===== src/logic/rtc_cal_defs.svh =====
// Operation
// - meridiem bit readable/writable in 12-hour mode
// - 24-hour mode ignores writes of one to meridiem
// - stale meridiem clears at next hour increment
// - hour BCD, 1..12 or 0..23 by mode
// - minute BCD counter, 0..59, read/write
// - month BCD counter, 1..12, read/write
// - day BCD counter honours month lengths
// - weekday counter wraps modulo seven, zero Sunday
// - year BCD counter, 0..99, read/write
// - sticky cause flags, write one clears
// - flag bits 15..12 correction/stopwatch, 11..9 zero
// - flag bits 8..0 alarm down to 1/32 second
// - per-cause enable bit at flag position
`ifndef RTC_CAL_DEFS_SVH
`define RTC_CAL_DEFS_SVH

// ---------------------------------------------------------------
// register byte offsets
// ---------------------------------------------------------------
`define RTC_OFS_HOUR_MINUTE 8'h00
`define RTC_OFS_MONTH_DAY 8'h04
`define RTC_OFS_YEAR_WEEKDAY 8'h08
`define RTC_OFS_FLAGS 8'h0c
`define RTC_OFS_ENABLES 8'h10

// ---------------------------------------------------------------
// field positions and masks
// ---------------------------------------------------------------
`define RTC_MERIDIEM_BIT 14
`define RTC_FLAG_MASK 16'hf1ff
`define RTC_DAY_TICK_BIT 7
`define RTC_HOUR_TICK_BIT 6
`define RTC_MINUTE_TICK_BIT 5

// ---------------------------------------------------------------
// reset values
// ---------------------------------------------------------------
`define RTC_RST_HOUR 6'h12
`define RTC_RST_MINUTE 7'h00
`define RTC_RST_MONTH 5'h01
`define RTC_RST_DAY 6'h01
`define RTC_RST_WEEKDAY 3'h0
`define RTC_RST_YEAR 8'h00

`endif


===== src/logic/rtc_cal_pkg.sv =====
`default_nettype none
package rtc_cal_pkg;
  // whole calendar and bus state of the main module
  typedef struct packed {
    logic ack;
    logic [31:0] rdata;
    logic meridiem;
    logic [1:0] hour_tens;
    logic [3:0] hour_units;
    logic [2:0] minute_tens;
    logic [3:0] minute_units;
    logic month_tens;
    logic [3:0] month_units;
    logic [1:0] day_tens;
    logic [3:0] day_units;
    logic [2:0] weekday_count;
    logic [3:0] year_tens;
    logic [3:0] year_units;
    logic [15:0] enables;
  } cal_state_t;

  // state of one sticky cause flag
  typedef struct packed {
    logic flag;
  } flag_state_t;
endpackage
`default_nettype wire


===== src/logic/cause_flag.sv =====
`timescale 1ns/10ps
`default_nettype none
module cause_flag
  import rtc_cal_pkg::*;
(
  input wire logic clk,
  input wire logic resetn,
  input wire logic set_pulse,  // cause occurred
  input wire logic clear,      // software wrote one
  output logic flag
);
  flag_state_t s;       // registered state
  flag_state_t next_s;  // next state

  // ---------------------------------------------------------------
  // set wins over a clear in the same cycle
  // ---------------------------------------------------------------
  always_comb begin
    next_s = s;
    if (clear) begin
      next_s.flag = 1'b0;
    end
    if (set_pulse) begin
      next_s.flag = 1'b1;
    end
  end

  // state register
  always_ff @(posedge clk or negedge resetn) begin
    if (!resetn) begin
      s <= '0;
    end else begin
      s <= next_s;
    end
  end

  assign flag = s.flag;
endmodule
`default_nettype wire


===== src/logic/rtc_calendar_regs.sv =====
`timescale 1ns/10ps
`default_nettype none
`include "rtc_cal_defs.svh"
module rtc_calendar_regs
  import rtc_cal_pkg::*;
(
  input wire logic clk,
  input wire logic resetn,
  input wire logic wb_cyc_i,
  input wire logic wb_stb_i,
  input wire logic wb_we_i,
  input wire logic [7:0] wb_adr_i,
  input wire logic [3:0] wb_sel_i,
  input wire logic [31:0] wb_dat_i,
  output logic [31:0] wb_dat_o,
  output logic wb_ack_o,
  input wire logic twenty_four_hour_select,  // 1: 24-hour mode
  input wire logic minute_carry,             // one-cycle pulse per minute
  input wire logic [15:0] cause_pulse,       // external cause events
  output logic irq
);
  cal_state_t s;       // registered state
  cal_state_t next_s;  // next state

  // ---------------------------------------------------------------
  // bus decode
  // ---------------------------------------------------------------
  logic req;        // request pending, not yet answered
  logic bus_write;  // write takes effect at this edge
  logic wr_hm;  // hour/minute write
  logic wr_md;  // month/day write
  logic wr_yw;  // year/weekday write
  logic wr_fl;  // flag clear write
  logic wr_en;  // enable write
  logic [15:0] flags;  // flag register view, read by the bus
  // implemented flag and enable bits, reserved ones zero
  localparam logic [15:0] flag_mask = `RTC_FLAG_MASK;
  assign req = wb_cyc_i && wb_stb_i && !s.ack;
  assign bus_write = wb_cyc_i && wb_stb_i && wb_we_i && s.ack;
  assign wr_hm = bus_write && wb_adr_i == `RTC_OFS_HOUR_MINUTE;
  assign wr_md = bus_write && wb_adr_i == `RTC_OFS_MONTH_DAY;
  assign wr_yw = bus_write && wb_adr_i == `RTC_OFS_YEAR_WEEKDAY;
  assign wr_fl = bus_write && wb_adr_i == `RTC_OFS_FLAGS;
  assign wr_en = bus_write && wb_adr_i == `RTC_OFS_ENABLES;

  // ---------------------------------------------------------------
  // calendar views as BCD bytes
  // ---------------------------------------------------------------
  logic [7:0] hour_bcd, minute_bcd, month_bcd, day_bcd, year_bcd;
  assign hour_bcd = {2'h0, s.hour_tens, s.hour_units};
  assign minute_bcd = {1'h0, s.minute_tens, s.minute_units};
  assign month_bcd = {3'h0, s.month_tens, s.month_units};
  assign day_bcd = {2'h0, s.day_tens, s.day_units};
  assign year_bcd = {s.year_tens, s.year_units};

  // one BCD step of a two-digit value
  function automatic logic [7:0] bcd_step(input logic [7:0] v);
    if (v[3:0] == 4'h9) begin
      bcd_step = {v[7:4] + 4'h1, 4'h0};
    end else begin
      bcd_step = {v[7:4], v[3:0] + 4'h1};
    end
  endfunction

  logic [7:0] hour_step, minute_step, month_step, day_step, year_step;
  assign hour_step = bcd_step(hour_bcd);
  assign minute_step = bcd_step(minute_bcd);
  assign month_step = bcd_step(month_bcd);
  assign day_step = bcd_step(day_bcd);
  assign year_step = bcd_step(year_bcd);

  // ---------------------------------------------------------------
  // carries between counters
  // ---------------------------------------------------------------
  logic leap_year;      // year divisible by four
  logic [7:0] last_day; // last day of current month
  logic hour_inc, day_inc, month_inc, year_inc;

  // divisible by four in BCD: even tens with 0/4/8, odd with 2/6
  assign leap_year = s.year_tens[0] ?
    (s.year_units == 4'h2 || s.year_units == 4'h6) :
    (s.year_units == 4'h0 || s.year_units == 4'h4 ||
     s.year_units == 4'h8);

  // month length table
  always_comb begin
    unique case (month_bcd)
      8'h02: last_day = leap_year ? 8'h29 : 8'h28;
      8'h04, 8'h06, 8'h09, 8'h11: last_day = 8'h30;
      default: last_day = 8'h31;
    endcase
  end

  // minute 59 rolls over into the hour counter
  assign hour_inc = minute_carry && minute_bcd == 8'h59;
  // day ends at 23->00, or at 11 p.m.->12 a.m.
  assign day_inc = hour_inc && (twenty_four_hour_select ?
    hour_bcd == 8'h23 : (hour_bcd == 8'h11 && s.meridiem));
  assign month_inc = day_inc && day_bcd == last_day;
  assign year_inc = month_inc && month_bcd == 8'h12;

  // ---------------------------------------------------------------
  // next state: counting, then software writes override
  // ---------------------------------------------------------------
  always_comb begin
    next_s = s;
    // bus answer, one cycle after the request
    next_s.ack = req;
    if (req) begin
      unique case (wb_adr_i)
        `RTC_OFS_HOUR_MINUTE: next_s.rdata = {16'h0, 1'b0, s.meridiem,
          s.hour_tens, s.hour_units, 1'b0, s.minute_tens,
          s.minute_units};
        `RTC_OFS_MONTH_DAY: next_s.rdata = {16'h0, 3'h0, s.month_tens,
          s.month_units, 2'h0, s.day_tens, s.day_units};
        `RTC_OFS_YEAR_WEEKDAY: next_s.rdata = {16'h0, 5'h0,
          s.weekday_count, s.year_tens, s.year_units};
        `RTC_OFS_FLAGS: next_s.rdata = {16'h0, flags};
        `RTC_OFS_ENABLES: next_s.rdata = {16'h0, s.enables};
        default: next_s.rdata = 32'h0;  // unmapped reads zero
      endcase
    end
    // minute counter
    if (minute_carry) begin
      {next_s.minute_tens, next_s.minute_units} = hour_inc ? 7'h00 :
        minute_step[6:0];
    end
    // hour counter and meridiem
    if (hour_inc) begin
      if (twenty_four_hour_select) begin
        next_s.meridiem = 1'b0;
        {next_s.hour_tens, next_s.hour_units} =
          (hour_bcd == 8'h23) ? 6'h00 : hour_step[5:0];
      end else if (hour_bcd == 8'h12) begin
        {next_s.hour_tens, next_s.hour_units} = 6'h01;
      end else begin
        {next_s.hour_tens, next_s.hour_units} = hour_step[5:0];
        if (hour_bcd == 8'h11) begin
          next_s.meridiem = !s.meridiem;
        end
      end
    end
    // day, weekday, month and year
    if (day_inc) begin
      {next_s.day_tens, next_s.day_units} = month_inc ? 6'h01 :
        day_step[5:0];
      next_s.weekday_count = (s.weekday_count == 3'h6) ? 3'h0 :
        s.weekday_count + 3'h1;
    end
    if (month_inc) begin
      {next_s.month_tens, next_s.month_units} = year_inc ? 5'h01 :
        month_step[4:0];
    end
    if (year_inc) begin
      {next_s.year_tens, next_s.year_units} = (year_bcd == 8'h99) ?
        8'h00 : year_step;
    end
    // software writes, per byte lane
    if (wr_hm && wb_sel_i[1]) begin
      // 24-hour mode keeps a one out of the meridiem bit
      next_s.meridiem = wb_dat_i[`RTC_MERIDIEM_BIT] &&
        !twenty_four_hour_select;
      {next_s.hour_tens, next_s.hour_units} = wb_dat_i[13:8];
    end
    if (wr_hm && wb_sel_i[0]) begin
      {next_s.minute_tens, next_s.minute_units} = wb_dat_i[6:0];
    end
    if (wr_md && wb_sel_i[1]) begin
      {next_s.month_tens, next_s.month_units} = wb_dat_i[12:8];
    end
    if (wr_md && wb_sel_i[0]) begin
      {next_s.day_tens, next_s.day_units} = wb_dat_i[5:0];
    end
    if (wr_yw && wb_sel_i[1]) begin
      next_s.weekday_count = wb_dat_i[10:8];
    end
    if (wr_yw && wb_sel_i[0]) begin
      {next_s.year_tens, next_s.year_units} = wb_dat_i[7:0];
    end
    // enables, reserved bits stay zero
    if (wr_en) begin
      if (wb_sel_i[1]) begin
        next_s.enables[15:8] = wb_dat_i[15:8] &
          flag_mask[15:8];
      end
      if (wb_sel_i[0]) begin
        next_s.enables[7:0] = wb_dat_i[7:0];
      end
    end
  end

  // state register
  always_ff @(posedge clk or negedge resetn) begin
    if (!resetn) begin
      s <= '0;
      {s.hour_tens, s.hour_units} <= `RTC_RST_HOUR;
      {s.minute_tens, s.minute_units} <= `RTC_RST_MINUTE;
      {s.month_tens, s.month_units} <= `RTC_RST_MONTH;
      {s.day_tens, s.day_units} <= `RTC_RST_DAY;
      s.weekday_count <= `RTC_RST_WEEKDAY;
      {s.year_tens, s.year_units} <= `RTC_RST_YEAR;
    end else begin
      s <= next_s;
    end
  end

  // ---------------------------------------------------------------
  // sticky cause flags
  // ---------------------------------------------------------------
  logic [15:0] cause_set;  // external plus calendar ticks
  logic [15:0] flag_clr;   // write-one clear strobes
  logic [15:0] lane_mask;  // written byte lanes
  // clear strobes only from the byte lanes actually written
  assign lane_mask = {{8{wb_sel_i[1]}}, {8{wb_sel_i[0]}}};
  assign flag_clr = wr_fl ? (wb_dat_i[15:0] & lane_mask) : 16'h0;
  // calendar ticks replace pin bits 7..5
  always_comb begin
    cause_set = cause_pulse;
    cause_set[`RTC_MINUTE_TICK_BIT] = minute_carry;
    cause_set[`RTC_HOUR_TICK_BIT] = hour_inc;
    cause_set[`RTC_DAY_TICK_BIT] = day_inc;
  end

  // one cell per implemented flag, reserved bits tied low
  for (genvar i = 0; i < 16; i++) begin : g_flag
    if (flag_mask[i]) begin : g_cell
      cause_flag u_flag (
        .clk(clk),
        .resetn(resetn),
        .set_pulse(cause_set[i]),
        .clear(flag_clr[i]),
        .flag(flags[i])
      );
    end else begin : g_rsvd
      assign flags[i] = 1'b0;
    end
  end

  // ---------------------------------------------------------------
  // outputs
  // ---------------------------------------------------------------
  assign wb_dat_o = s.rdata;
  assign wb_ack_o = s.ack;
  assign irq = |(flags & s.enables);
endmodule
`default_nettype wire


===== config.mk =====
export PLATFORM = sky130hd
export DESIGN_NAME = rtc_calendar_regs
export DESIGN_NICKNAME = d
export VERILOG_FILES = /design/src/logic/rtc_cal_pkg.sv /design/src/logic/cause_flag.sv /design/src/logic/rtc_calendar_regs.sv
export VERILOG_INCLUDE_DIRS = /design/src /design/src/logic
export SDC_FILE = /design/constraint.sdc
export NUM_CORES = 1
export LEC_CHECK = 0
export BUFFER_PORTS_ARGS = -buffer_cell sky130_fd_sc_hd__buf_2
export CAP_MARGIN = 20
export CORE_ASPECT_RATIO = 1.2
export CORE_MARGIN = 2
export CORE_UTILIZATION = 55
export DETAILED_ROUTE_END_ITERATION = 8
export PLACE_DENSITY = 0.84
export SYNTH_ARGS = -nofsm -noshare
export SYNTH_HDL_FRONTEND = slang
export SYNTH_SLANG_ARGS = --single-unit
export TNS_END_PERCENT = 10

===== constraint.sdc =====
create_clock -name clk -period 9.01 [get_ports clk]
set_input_delay 1.802 -clock clk [delete_from_list [all_inputs] [get_ports clk]]
set_output_delay 1.802 -clock clk [all_outputs]
set_load 0.01 [all_outputs]

==> results summary, run 1 <==
The run finished with clean final reports. The number of max-cap violations is 0. The most used flip-flop cell after synthesis is dfrtp_1. The first-pass detailed-route iteration total came out at 5. The simple logic cell fraction of the synthesized area came out at 0.2045. CTS built an H-tree with a depth of 3.

The initial utilization of the core area, before any placement, comes to 0.5630. The final routed wirelength across all metal layers is approximately 12000 µm. The number of instances resized during post-cts repair is 0. Dividing the detail-routed wire length by the instance count gives 17.78 µm.

In this design, the largest share of critical-path delay is due to simple AND/OR/NAND/NOR gates. After detailed routing, the number of remaining DRC violations is 0. The final weighted congestion in routability-driven placement is 0.9205.

Summed over all failing endpoints, the final setup total negative slack is 0 ns. The capture point of the worst reg-to-reg path is s[17]. The critical path depth came out at 8. The area growth from synthesis to layout came out at 7.331%. The total count of hold-check failures in the final report was 0. The adder-cell share of the synthesized area came out at 0.02087. The area of the mapped netlist came out at 4796 µm². Among all cell types in the netlist, the one instantiated most often is nand2_1. By area the synthesized netlist is led by dfrtp_1 (39%), nand2_1 (6.9%), buf_4 (5.2%).

The wire length of the first global-routing pass is between 15000 and 20000 µm. The core outline area came out at 8518 µm². The number of global-route vias before repair came out at 4085.

The maximum number of pins on one net before global-route repair came out at 80. The half-perimeter wire length after placement is 8986 µm. The combinational family with the most area after synthesis is compound AO/OA/AOI/OAI gates.

The total inserted antenna cells is 0. On the final layout, the worst clock skew is 0.01053 ns. Counting both buffers and inverters, the worst setup path holds a total of 1.

The post-synthesis instance total is 548. STA classifies the critical path endpoint as a flip-flop. The root buffer cell chosen for the clock tree is clkbuf_8. For this design the ratio of total power to cell area is between 100 and 150 nW/µm².

The initial antenna violation count is 0. The switching power is slightly above 200 µW. The residual overflow from global routing came out at 0.

The worst-case setup slack after placement is 4.501 ns. The yosys synthesis warning count came out at 0. The portion of synthesized cell area occupied by the leading cell type came out at 0.3913.

The synthesized design spends more area on one cell type than any other, namely dfrtp_1. The static power due to leakage came out at about 0.0023 µW. The fraction of synthesis flops using an asynchronous set or reset pin is 1.000. The maximum clock insertion buffer count is 2.

The netlist uses 60 different library cells. Cell internal power was estimated by the tool at 534.9 µW. The combined global-route utilization of all metal layers is 0.2739. The clock insertion delay at the later pin of the skew report came out at roughly 0.38 ns. The proportion of layout cells with a drive suffix above 1 came out at 0.1799. The count of antenna-violating nets left after detailed routing came out at 0. The worst slew slack as a fraction of its limit came out at 0.2757. The critical path launch point is wb_adr_i[1]. Setup repair after global routing left no endpoint under its margin. The detailed router placed 4192 vias in this run.

TritonCTS built the clock tree. The post-route fraction of the period consumed by the critical path is 0.4573. The share of the synthesized area in compound gates (AO/OA/AOI/OAI) came to 0.2051. The total setup violations reported at the end of the flow came out at 0. The highest fanout seen on the critical path came out at 14. Of the total synthesized cell area, the portion taken by XOR and XNOR cells is 0.02009. The critical path start-end classification is primary input to flip-flop. STA puts the critical path data required time at 9.30 ns. The number of synthesized flops with an enable pin is 0.

For this design, the slowest cell found on the critical path is nor2_1. The shortest period the worst path allows is ~4.1 ns. For this run, the post-layout net count is between 600 and 700. The sequential share of power came out at 0.529. The number of hold buffers added after CTS was 0. The path class of the tightest hold or removal check is flip-flop to flip-flop. The slack of the worst reg-to-reg path is 5.67 ns. The register bit total from synthesis is slightly below 80. Derived from the worst setup path, the maximum achievable clock frequency is 242.7 MHz.

The number of buffers inserted by post-CTS setup repair came out at 0. Following the worst setup path forward leads to its endpoint at day_bcd[2]. Dividing the detail-routed via count by the number of cells gives between 6 and 7. Of the total power, the share spent switching nets is 0.2772.

The floorplan has 37 rows. Counting instances in the post-synthesis netlist gives the leading cell types as nand2_1 (88), dfrtp_1 (75), o21ai_0 (44), nor2_1 (34), buf_4 (33). The setup slack of the critical path after layout is 4.890 ns. The I/O pin count is 101. For this design, the sink count on the clock tree is 79.

The beginning of the worst register-to-register path is month_bcd[2]. STA puts the critical path data arrival time at 4.41 ns. Walking the worst path, the cells encountered are buf_2 > or4_1 > nor3_1 > nand3b_1 > nor2_1 > o21ai_0 > xor2_1 > o31ai_1.

The largest stage delay on the critical path came out at 0.71 ns. The worst register-to-register path has a depth of 7. The final-report max-slew violation count came out at 0. The total design power is between 700 and 800 µW.

In this run the mean area of a mapped cell was 8.752 µm². The sequential cell area fraction in the yosys report is 0.4133. The height of the chip is roughly 110 µm. The power share of the clock group came out at 0.367. At the pin with the least slew margin, the transition time is 1.077 ns. The multiplexer share of the synthesized area is 0.04513.

The CTS buffer count is 9. The share of total power dissipated in combinational logic is 0.104. The clock input transition at the sequential cells of the worst setup and hold paths is ~0.090 ns. The maximum resistive drop on vdd is a little under 0.00008 V.

The port buffer count is 60. The floorplan step set the die width to 89.25 µm. The detailed router's first-iteration violation count is between 200 and 300. The area enclosed by the die boundary came out at 9486 µm².

The worst setup path is launched from a primary input.
==> state kept, by name (all words and copies together) (netlist names) <==
| signal | flops |
|---|---|
| s | 25 |
| wb_dat_o | 16 |
| g_flag.g_cell.u_flag.flag | 13 |
| minute_bcd | 7 |
| day_bcd | 6 |
| hour_bcd | 6 |
| month_bcd | 5 |
| wb_ack_o | 1 |
==> worst reg2reg max path, stage by stage, from the launching register on <==
cell and delay [ns]:
dfrtp_1 0.50, or4b_4 0.60, a2111oi_0 0.63, nor2_1 0.09, a211oi_1 0.67, or2_1 0.37, o311ai_0 0.22, o21a_1 0.16
==> how the worst min path moves through the flow <==
| stage | cells after the start | end | start |
|---|---|---|---|
| 4_1_cts | 2 | wb_dat_o[2] | wb_dat_o[2] |
| 2_1_floorplan | 2 | wb_dat_o[10] | wb_dat_o[10] |
| 3_3_place_gp | 2 | wb_dat_o[9] | wb_dat_o[9] |
| 5_1_grt | 2 | wb_dat_o[15] | wb_dat_o[15] |
| 6_report | 2 | wb_dat_o[15] | wb_dat_o[15] |
| 3_5_place_dp | 2 | wb_dat_o[2] | wb_dat_o[2] |
==> layout by cell type (no fill, tap or decap), types with 7 or more instances in the layout <==
cell type,Yosys,layout
conb_1,1,16
a21oi_1,29,29
nor2_1,34,34
a21o_1,13,13
mux2_2,13,13
o31ai_1,10,10
buf_2,1,59
dfrtp_1,75,75
clkbuf_8,0,10
nor2b_1,7,7
nand3b_1,8,8
nand3_1,8,8
inv_1,14,14
a221oi_1,11,11
mux2i_1,7,7
nand2_1,88,88
nor3_1,9,9
a22oi_1,12,12
ha_1,8,8
xnor2_1,7,7
o21ai_0,44,44
==> through the flow <==
step                  util  std cells  hold slack [ns]  instance area (µm²)
floorplan                -        563           0.4498                 4852
global placement    0.5811        679           0.4552                 4950
detailed placement  0.5811        679           0.4665                 4950
CTS                 0.6043        695           0.4837                 5147
global route        0.6043        695           0.5029                 5147
finish              0.6043        695           0.4760                 5147
==> metal layers <==
layer	routed length, µm	global-route usage	up-vias
li1	-	-	1952
met1	4931	0.3583	1989
met2	6022	0.4206	210
met3	972	0.05280	41
met4	430	0.1514	0
met5	0	0	-
==> power groups by stage <==
stage / Combinational (µW) / Clock, µW / Sequential (µW)
floorplan: 52.1 / 0 / 392
detailed placement: 76.4 / 0 / 398
global route: 86.9 / 287 / 394
global placement: 72.0 / 0 / 398
CTS: 77.1 / 272 / 391
finish: 77.3 / 271 / 391
==> layout make-up <==
type,count,area [µm²]
Multi-Input combinational cell,406,2444
Sequential cell,79,1982
Fill cell,761,3371
Timing Repair Buffer,63,325.3
Tap cell,117,146.4
Clock buffer,10,137.6
Inverter,14,52.55
Clock inverter,6,60.06
==> cell families after synthesis <==
kind of cell	count (synthesis)
compound gates	151
xor+xnor	11
other cells	1
buf+inv	78
mux	20
fa+ha+maj	8
simple gates	200
flops	79
No activity file was read; power rests on OpenSTA's default activity.
==> run 2: changes to the inputs <==
==> constraint.sdc (replaced) <==
create_clock -name clk -period 4 [get_ports clk]
set_input_delay 0.8 -clock clk [delete_from_list [all_inputs] [get_ports clk]]
set_output_delay 0.8 -clock clk [all_outputs]
set_load 0.01 [all_outputs]
==> run 2 against run 1 <==
Flip-flop and latch count is the same. Register-to-register slack lost 4.9 ns. Wire length grew 0.47%. Power grew 130%. Hold slack is essentially flat. Critical path type is now flip-flop to flip-flop. Largest cell class unchanged. Largest power group unchanged. Highest routed layer unchanged.
==> results summary, run 2 (synthesis gave the netlist of run 1 again) <==
The area growth from synthesis to layout came to 8.557% (was 7.331%). The total internal power is 1267 µW (was 534.9 µW). The initial antenna violation count is 0 (unchanged). The flip-flop count of the largest register, all copies and words added is 25 (unchanged). The worst hold slack came out at 0.4762 ns (was 0.4760 ns). The proportion of layout cells with a drive suffix above 1 came out at 0.1852 (was 0.1799).

The final weighted congestion in routability-driven placement came out at 0.9488 (was 0.9205). The height of the chip is 106.3 µm (unchanged). The detailed router's first-iteration violation count is 456 (was 287). The area enclosed by the die boundary is 9486 µm² (unchanged). The clock tree from TritonCTS was yes (unchanged). The sum of negative setup slack came out at 0 ns (unchanged). The first-pass detailed-route iteration total came out at 6 (was 5). The switching power share of the total came out at 0.2596 (was 0.2772). The maximum number of pins on one net before global-route repair was 80 (unchanged). The highest fanout seen on the critical path is 9 (was 14). The chip width is 89.25 µm (unchanged).

The type of origin of the critical path is a flip-flop (was primary input). The number of instances resized during post-cts repair came to 0 (unchanged). The number of buffers inserted by post-CTS setup repair came out at 0 (unchanged). The count of antenna-violating nets left after detailed routing is 0 (unchanged). The number of global-route vias before repair came out at 4028 (was 4085). The worst setup skew after layout came out at 0.007958 ns (was 0.01053 ns). The beginning of the worst register-to-register path is month_bcd[2] (unchanged). The switching power came to 444.4 µW (was 205.1 µW). The CTS buffer count came out at 9 (unchanged). The total count of hold-check failures in the final report came out at 0 (unchanged).

The final instance area is 5206 µm² (was 5147 µm²). The DRC violation count after routing is 0 (unchanged). The maximum resistive drop on vdd came to 0.0001741 V (was 0.00007696 V). The fraction of power consumed by combinational cells came out at 0.101 (was 0.104).

The sequential share of power is 0.518 (was 0.529). The via count is 4239 (was 4192). The worst slew slack as a fraction of its limit came out at 0.3353 (was 0.2757). The effective utilization at floorplan came out at 0.5630 (unchanged). The clock insertion delay at the later pin of the skew report came out at 0.36 ns (was 0.38 ns). The half-perimeter wire length after placement is 9130 µm (was 8986 µm). The final routed wirelength across all metal layers came to 12410 µm (was 12360 µm). The instance area after placement came to 4995 µm² (was 4950 µm²). The critical path start-end classification is flip-flop to flip-flop (was primary input to flip-flop). The leading cell type in the layout, fill and taps excluded is nand2_1 (unchanged). RSZ-0062 raised after global routing: no (unchanged). Top library cells by usage in the layout, fill and taps aside: nand2_1 (88), dfrtp_1 (75), buf_2 (59) (unchanged). The maximum clock insertion buffer count came out at 2 (unchanged).

The total setup violations reported at the end of the flow was 0 (unchanged). Outcome: finished clean (unchanged). The type of destination of the critical path was a flip-flop (unchanged). The power density normalized to cell area is 328.7 nW/µm² (was 143.8 nW/µm²). The endpoint of the worst hold-timing path is wb_dat_o[3] (was wb_dat_o[15]). The sink count of the clock tree came to 79 (unchanged).

The I/O pin count came out at 101 (unchanged). The count of standard-cell rows came to 37 (unchanged). The wire length of the first global-routing pass is 19590 µm (was 19840 µm). The residual overflow from global routing is 0 (unchanged).

The post-route fraction of the period consumed by the critical path is 0.8069. The number of max-cap violations is 0 (unchanged). The count of cells along the worst register-to-register path came to 7 (unchanged).

The arrival time of the worst setup path came out at 3.50 ns (was 4.41 ns). The critical hold path startpoint is wb_dat_o[3] (was wb_dat_o[15]). The port buffer count came out at 60 (unchanged).

The net count of the finished layout is 654 (was 648). The maximum operating frequency came out at 309.8 MHz. The power share of the clock group was 0.381 (was 0.367).

The clock input transition at the sequential cells of the worst setup and hold paths came out at 0.08 ns (was 0.09 ns). The number of hold buffers added after CTS is 0 (unchanged). The critical path launch point is month_bcd[2] (was wb_adr_i[1]). The combined global-route utilization of all metal layers is 0.2708 (was 0.2739). The capture point of the worst reg-to-reg path was day_bcd[3] (was s[17]).

The slack of the worst reg-to-reg path is 0.77 ns (was 5.67 ns). The total inserted antenna cells came out at 0 (unchanged). The final-report max-slew violation count came to 0 (unchanged).

The register with the highest flop count is s (unchanged). The depth of the worst hold-timing path is 2 (unchanged). The core outline area is 8518 µm² (unchanged).

The count of H-tree levels built during CTS is 3 (unchanged). The static power due to leakage came out at 0.002300 µW (was 0.002256 µW). The transition at the pin with the smallest max-transition slack is 0.9970 ns (was 1.077 ns). The utilization after layout came out at 0.6112 (was 0.6043). The detail-routed net length per standard cell came to 17.73 µm (was 17.78 µm). The average via count per standard cell is 6.056 (was 6.032). The cell at the root of the clock tree was clkbuf_8 (unchanged). The worst endpoint required time came out at 4.27 ns (was 9.30 ns). The shortest period the worst path allows is 3.228 ns.

The class of the worst hold path was flip-flop to flip-flop (unchanged).
## run 2: final cells by class
cell class	instances	area (µm²)
Fill cell	759	3312
Clock buffer	11	141.4
Sequential cell	79	1982
Inverter	14	52.55
Multi-Input combinational cell	406	2444
Timing Repair Buffer	69	370.4
Tap cell	117	146.4
Clock inverter	4	70.07
## run 2: worst max-delay path, cell delays in order, from the launching register on
cell	delay, ns
dfrtp_1	0.47
or4b_4	0.59
a2111oi_0	0.59
nor2_1	0.08
a211oi_1	0.65
or2_1	0.39
nand2_1	0.13
o31ai_1	0.24
## run 2: how the worst max path moves through the flow
| stage | end | slack (ns) | depth (start not counted) |
|---|---|---|---|
| 2_1_floorplan | month_bcd[3] | 0.88 | 8 |
| 3_3_place_gp | s[22] | 0.72 | 7 |
| 3_5_place_dp | s[19] | 0.66 | 8 |
| 5_1_grt | day_bcd[3] | 0.49 | 7 |
| 4_1_cts | day_bcd[3] | 0.86 | 7 |
| 6_report | day_bcd[3] | 0.77 | 7 |
## run 2: routing by layer
metal	vias up	part of all wire	track usage
met2	204	0.49	0.4392
met4	0	0.031	0.1194
li1	1964	-	-
met1	2037	0.40	0.3425
met5	-	0	0
met3	34	0.077	0.05901
## run 2: power groups by stage
stage	sequential, µW	clock [µW]	combinational [µW]
2_1_floorplan	882	0	117
3_3_place_gp	897	0	162
3_5_place_dp	900	0	172
4_1_cts	885	651	173
5_1_grt	890	685	194
6_report	887	652	173
## run 2: per-stage QoR
stage / worst slack [ns] / total power [µW] / instances
after detailed placement: 0.6646 / 1072 / 685
after CTS: 0.8584 / 1709 / 700
final: 0.7724 / 1711 / 700
after global placement: 0.7172 / 1059 / 685
after floorplan: 0.8828 / 999.3 / 563
after global routing: 0.4852 / 1770 / 700
==> run 3: changes to the inputs <==
--- a/config.mk
+++ b/config.mk
@@ -6,6 +6,7 @@
 export SDC_FILE = /design/constraint.sdc
 export NUM_CORES = 1
 export LEC_CHECK = 0
+export ABC_AREA = 1
 export BUFFER_PORTS_ARGS = -buffer_cell sky130_fd_sc_hd__buf_2
 export CAP_MARGIN = 20
 export CORE_ASPECT_RATIO = 1.2
==> constraint.sdc (replaced) <==
create_clock -name clk -period 3 [get_ports clk]
set_input_delay 0.6 -clock clk [delete_from_list [all_inputs] [get_ports clk]]
set_output_delay 0.6 -clock clk [all_outputs]
set_load 0.01 [all_outputs]
==> run 3 against run 2 <==
Critical path depth is 2 lower. Register-to-register slack improved by 0.04 ns. Hold slack worse by 0.37 ns. Wire length rose by 6.4%. Critical path type is now flip-flop to output port. Largest power group unchanged. Clock power is 25% higher. Critical endpoint is now irq. Combinational power increased to 2.8 times the previous value. Via count grew 15%. Synthesized cell count increased by 24%. Highest routed layer unchanged. Clock skew rose by 0.0034 ns. Flip-flop and latch count is the same.
==> results summary, run 3 <==
Cell-by-cell trace of the critical path: nand2_1 > o21ai_0 > a221oi_1 > o2111ai_1 > buf_2 (was or4b_4 > a2111oi_0 > nor2_1 > a211oi_1 > or2_1 > nand2_1 > o31ai_1). The arrival time of the worst setup path is 1.68 ns (was 3.50 ns). The sum of negative setup slack came out at 0 ns (unchanged). The library cell with the highest instance count after synthesis is nand2_1 (unchanged). The yosys synthesis warning count is 0 (unchanged).

The total setup violations reported at the end of the flow came out at 0 (unchanged). The sequential cell area fraction in the yosys report came out at 0.3919 (was 0.4133). The type of origin of the critical path is a flip-flop (unchanged).

The CTS buffer count is 9 (unchanged). The worst setup skew after layout is 0.01140 ns (was 0.007958 ns). The largest area contributor in the netlist is dfrtp_1 (unchanged). The count of cells along the worst register-to-register path is 13 (was 7).

Based on the critical path, the design can be clocked at up to 439.3 MHz. The count of cell types in the netlist is 42 (was 60). The I/O pin count is 101 (unchanged). The count of antenna-violating nets left after detailed routing came out at 0 (unchanged). The worst endpoint required time is 2.40 ns (was 4.27 ns). The sum of buffers and inverters on the critical path came out at 1 (was 0). The slack of the worst reg-to-reg path is 0.81 ns (was 0.77 ns). The cell type of the slowest stage on the worst timing path is dfrtp_1 (was a211oi_1). The type of destination of the critical path is an output port (was flip-flop).

The area enclosed by the die boundary is 9981 µm² (was 9486 µm²). The register bit total from synthesis came out at 79 (unchanged). The average via count per standard cell came to 5.704 (was 6.056).

The area taken by flip-flops and latches is 1982 µm² (unchanged). The cell at the root of the clock tree is clkbuf_8 (unchanged). The number of instances resized during post-cts repair is 0 (unchanged).

The number of synthesized flops with an enable pin is 0 (unchanged). The maximum resistive drop on vdd came out at 0.0002010 V (was 0.0001741 V). The shortest period the worst path allows came out at 2.276 ns. The final weighted congestion in routability-driven placement came out at 0.9220 (was 0.9488). Most area-consuming cells after synthesis: dfrtp_1 (37%), nand2_1 (12%), o21ai_0 (6.9%) (was dfrtp_1 (39%), nand2_1 (6.9%), buf_4 (5.2%)). The leading cell type in the layout, fill and taps excluded was nand2_1 (unchanged). The maximum clock insertion buffer count is 2 (unchanged). The cell family with the largest share of critical-path delay was compound AO/OA/AOI/OAI gates (unchanged). The post-synthesis instance total came out at 679 (was 548).

The static power due to leakage was 0.002928 µW (was 0.002300 µW). The half-perimeter wire length after placement came out at 9900 µm (was 9130 µm). The count of standard-cell rows is 38 (was 37). The fraction of synthesis flops using an asynchronous set or reset pin is 1.000 (unchanged). The register with the highest flop count was s (unchanged).

The transition at the pin with the smallest max-transition slack came out at 0.6096 ns (was 0.9970 ns). The instance area after placement is 5303 µm² (was 4995 µm²). The area of the mapped netlist is 5057 µm² (was 4796 µm²). Leading post-synthesis cells by instance count: nand2_1 (155), inv_1 (91), dfrtp_1 (75), o21ai_0 (70), nand3_1 (45) (was nand2_1 (88), dfrtp_1 (75), o21ai_0 (44), nor2_1 (34), buf_4 (33)). The DRC violation count after routing was 0 (unchanged). The net count of the finished layout is 801 (was 654). The detail-routed net length per standard cell came out at 15.52 µm (was 17.73 µm).

The power density normalized to cell area was 463.1 nW/µm² (was 328.7 nW/µm²). The worst slew slack as a fraction of its limit is 0.5924 (was 0.3353). The chip width came to 91.54 µm (was 89.25 µm). The synthesized area per cell is 7.448 µm² (was 8.752 µm²).

The number of fill cells came out at 790 (was 759). The count of H-tree levels built during CTS is 3 (unchanged). The effective utilization at floorplan is 0.5628 (was 0.5630). The total inserted antenna cells is 0 (unchanged). The beginning of the worst register-to-register path is minute_bcd[2] (was month_bcd[2]). The proportion of layout cells with a drive suffix above 1 is 0.1669 (was 0.1852). The residual overflow from global routing came to 0 (unchanged). The clock input transition at the sequential cells of the worst setup and hold paths came out at 0.09 ns (was 0.08 ns).

The via count came to 4854 (was 4239). The highest fanout seen on the critical path came to 3 (was 9). The clock tree from TritonCTS is yes (unchanged).

The dominant register cell in the synthesized netlist is dfrtp_1 (unchanged). The number of global-route vias before repair is 4607 (was 4028). The critical path start-end classification is flip-flop to output port (was flip-flop to flip-flop). The portion of synthesized cell area occupied by the leading cell type came out at 0.3711 (was 0.3913). Outcome: finished clean (unchanged). The class of the worst hold path was primary input to asynchronous set/reset pin (was flip-flop to flip-flop). The first-pass detailed-route iteration total came out at 5 (was 6). The footprint of the multi-input gates is 2455 µm² (was 2444 µm²).

The total design power came out at 2559 µW (was 1711 µW). The number of max-cap violations is 0 (unchanged). The initial antenna violation count came out at 0 (unchanged). The wire length of the first global-routing pass came out at 21490 µm (was 19590 µm). The core outline area came out at 8986 µm² (was 8518 µm²). The final-report max-slew violation count is 0 (unchanged).

Top library cells by usage in the layout, fill and taps aside: nand2_1 (155), inv_1 (91), dfrtp_1 (75) (was nand2_1 (88), dfrtp_1 (75), buf_2 (59)). The largest stage delay on the critical path came out at 0.40 ns (was 0.65 ns). The clock insertion delay at the later pin of the skew report came out at 0.37 ns (was 0.36 ns).

RSZ-0062 raised after global routing: no (unchanged). The port buffer count is 60 (unchanged). The maximum number of pins on one net before global-route repair is 80 (unchanged). The height of the chip is 109.0 µm (was 106.3 µm). The flip-flop count of the largest register, all copies and words added was 25 (unchanged).

Dividing the final minimum period by the clock period gives 0.7587. The final instance area was 5527 µm² (was 5206 µm²). The number of buffers inserted by post-CTS setup repair came out at 0 (unchanged). The total count of hold-check failures in the final report is 0 (unchanged). The combined global-route utilization of all metal layers is 0.2711 (was 0.2708).

The area growth from synthesis to layout was 9.278% (was 8.557%). The final routed wirelength across all metal layers came out at 13210 µm (was 12410 µm). The capture point of the worst reg-to-reg path is month_bcd[2] (was day_bcd[3]). The number of hold buffers added after CTS came out at 0 (unchanged).

The sink count of the clock tree came to 79 (unchanged). The detailed router's first-iteration violation count came out at 605 (was 456).
## run 3: cell count changes in the layout (fill, tap and decap cells not counted), sizes merged, moves of 13 or more
cell and delta:
a21oi -19, inv +87, mux2 -13, nand2 +74, nand3 +43, nand4 +13
nor2 +16, o21ai +29
## run 3: how the worst max path moves through the flow
stage / startpoint / endpoint / slack [ns] / cells past startpoint
after floorplan: wb_adr_i[5] / s[22] / 1.12 / 10
after global placement: wb_adr_i[1] / hour_bcd[2] / 0.50 / 10
after detailed placement: wb_adr_i[1] / hour_bcd[2] / 0.48 / 10
after CTS: s[4] / irq / 0.73 / 5
after global routing: wb_adr_i[1] / hour_bcd[3] / 0.58 / 10
final: s[4] / irq / 0.72 / 5
## run 3: per-layer routing
metal,track usage,part of all wire
met1,0.3387,0.40
met2,0.4627,0.48
met3,0.04423,0.084
met4,0.1234,0.032
met5,0,0
## run 3: worst register-to-register path: cells and delay by family, from the launching register on
kind	cells	cell delay (ns)
DFF	1	0.41
buffers and inverters	1	0.11
and+or+nand+nor	11	1.53
AOI/OAI and AO/OA	1	0.08
## run 3: kinds of logic (layout without fill, tap and decap cells)
kind of cell | after synthesis | after routing | share of synthesized area
AO/OA/AOI/OAI | 138 | 138 | 0.1680
XOR/XNOR | 9 | 9 | 0.01559
adder cells (fa/ha/maj) | 8 | 8 | 0.01979
buffers and inverters | 146 | 183 | 0.1338
flip-flops | 79 | 79 | 0.3919
other | 1 | 16 | 0.0007415
AND/OR/NAND/NOR | 298 | 298 | 0.2702
## run 3: area by class of cell
cell class | instances | area share
Clock inverter | 7 | 0.01313
Inverter | 102 | 0.06928
Sequential cell | 79 | 0.3586
Multi-Input combinational cell | 469 | 0.4442
Timing Repair Buffer | 65 | 0.06520
Tap cell | 120 | 0.02717
Clock buffer | 9 | 0.02241
## run 3: per-stage QoR
step	std cells	worst slack (ns)	hold slack [ns]	utilization
floorplan	694	1.122	0.3044	-
global placement	834	0.4994	0.4575	0.5901
detailed placement	834	0.4763	0.4604	0.5901
CTS	850	0.7338	0.4189	0.6119
global route	851	0.5780	0.1182	0.6150
finish	851	0.7238	0.1031	0.6150
## run 3: report_power, final
part / internal [µW] / switching, µW / leakage (µW)
Clock: 386 / 430 / 0.0000956
Sequential: 1160 / 94.6 / 0.000948
Combinational: 184 / 303 / 0.00188
Total: 1730 / 827 / 0.00293
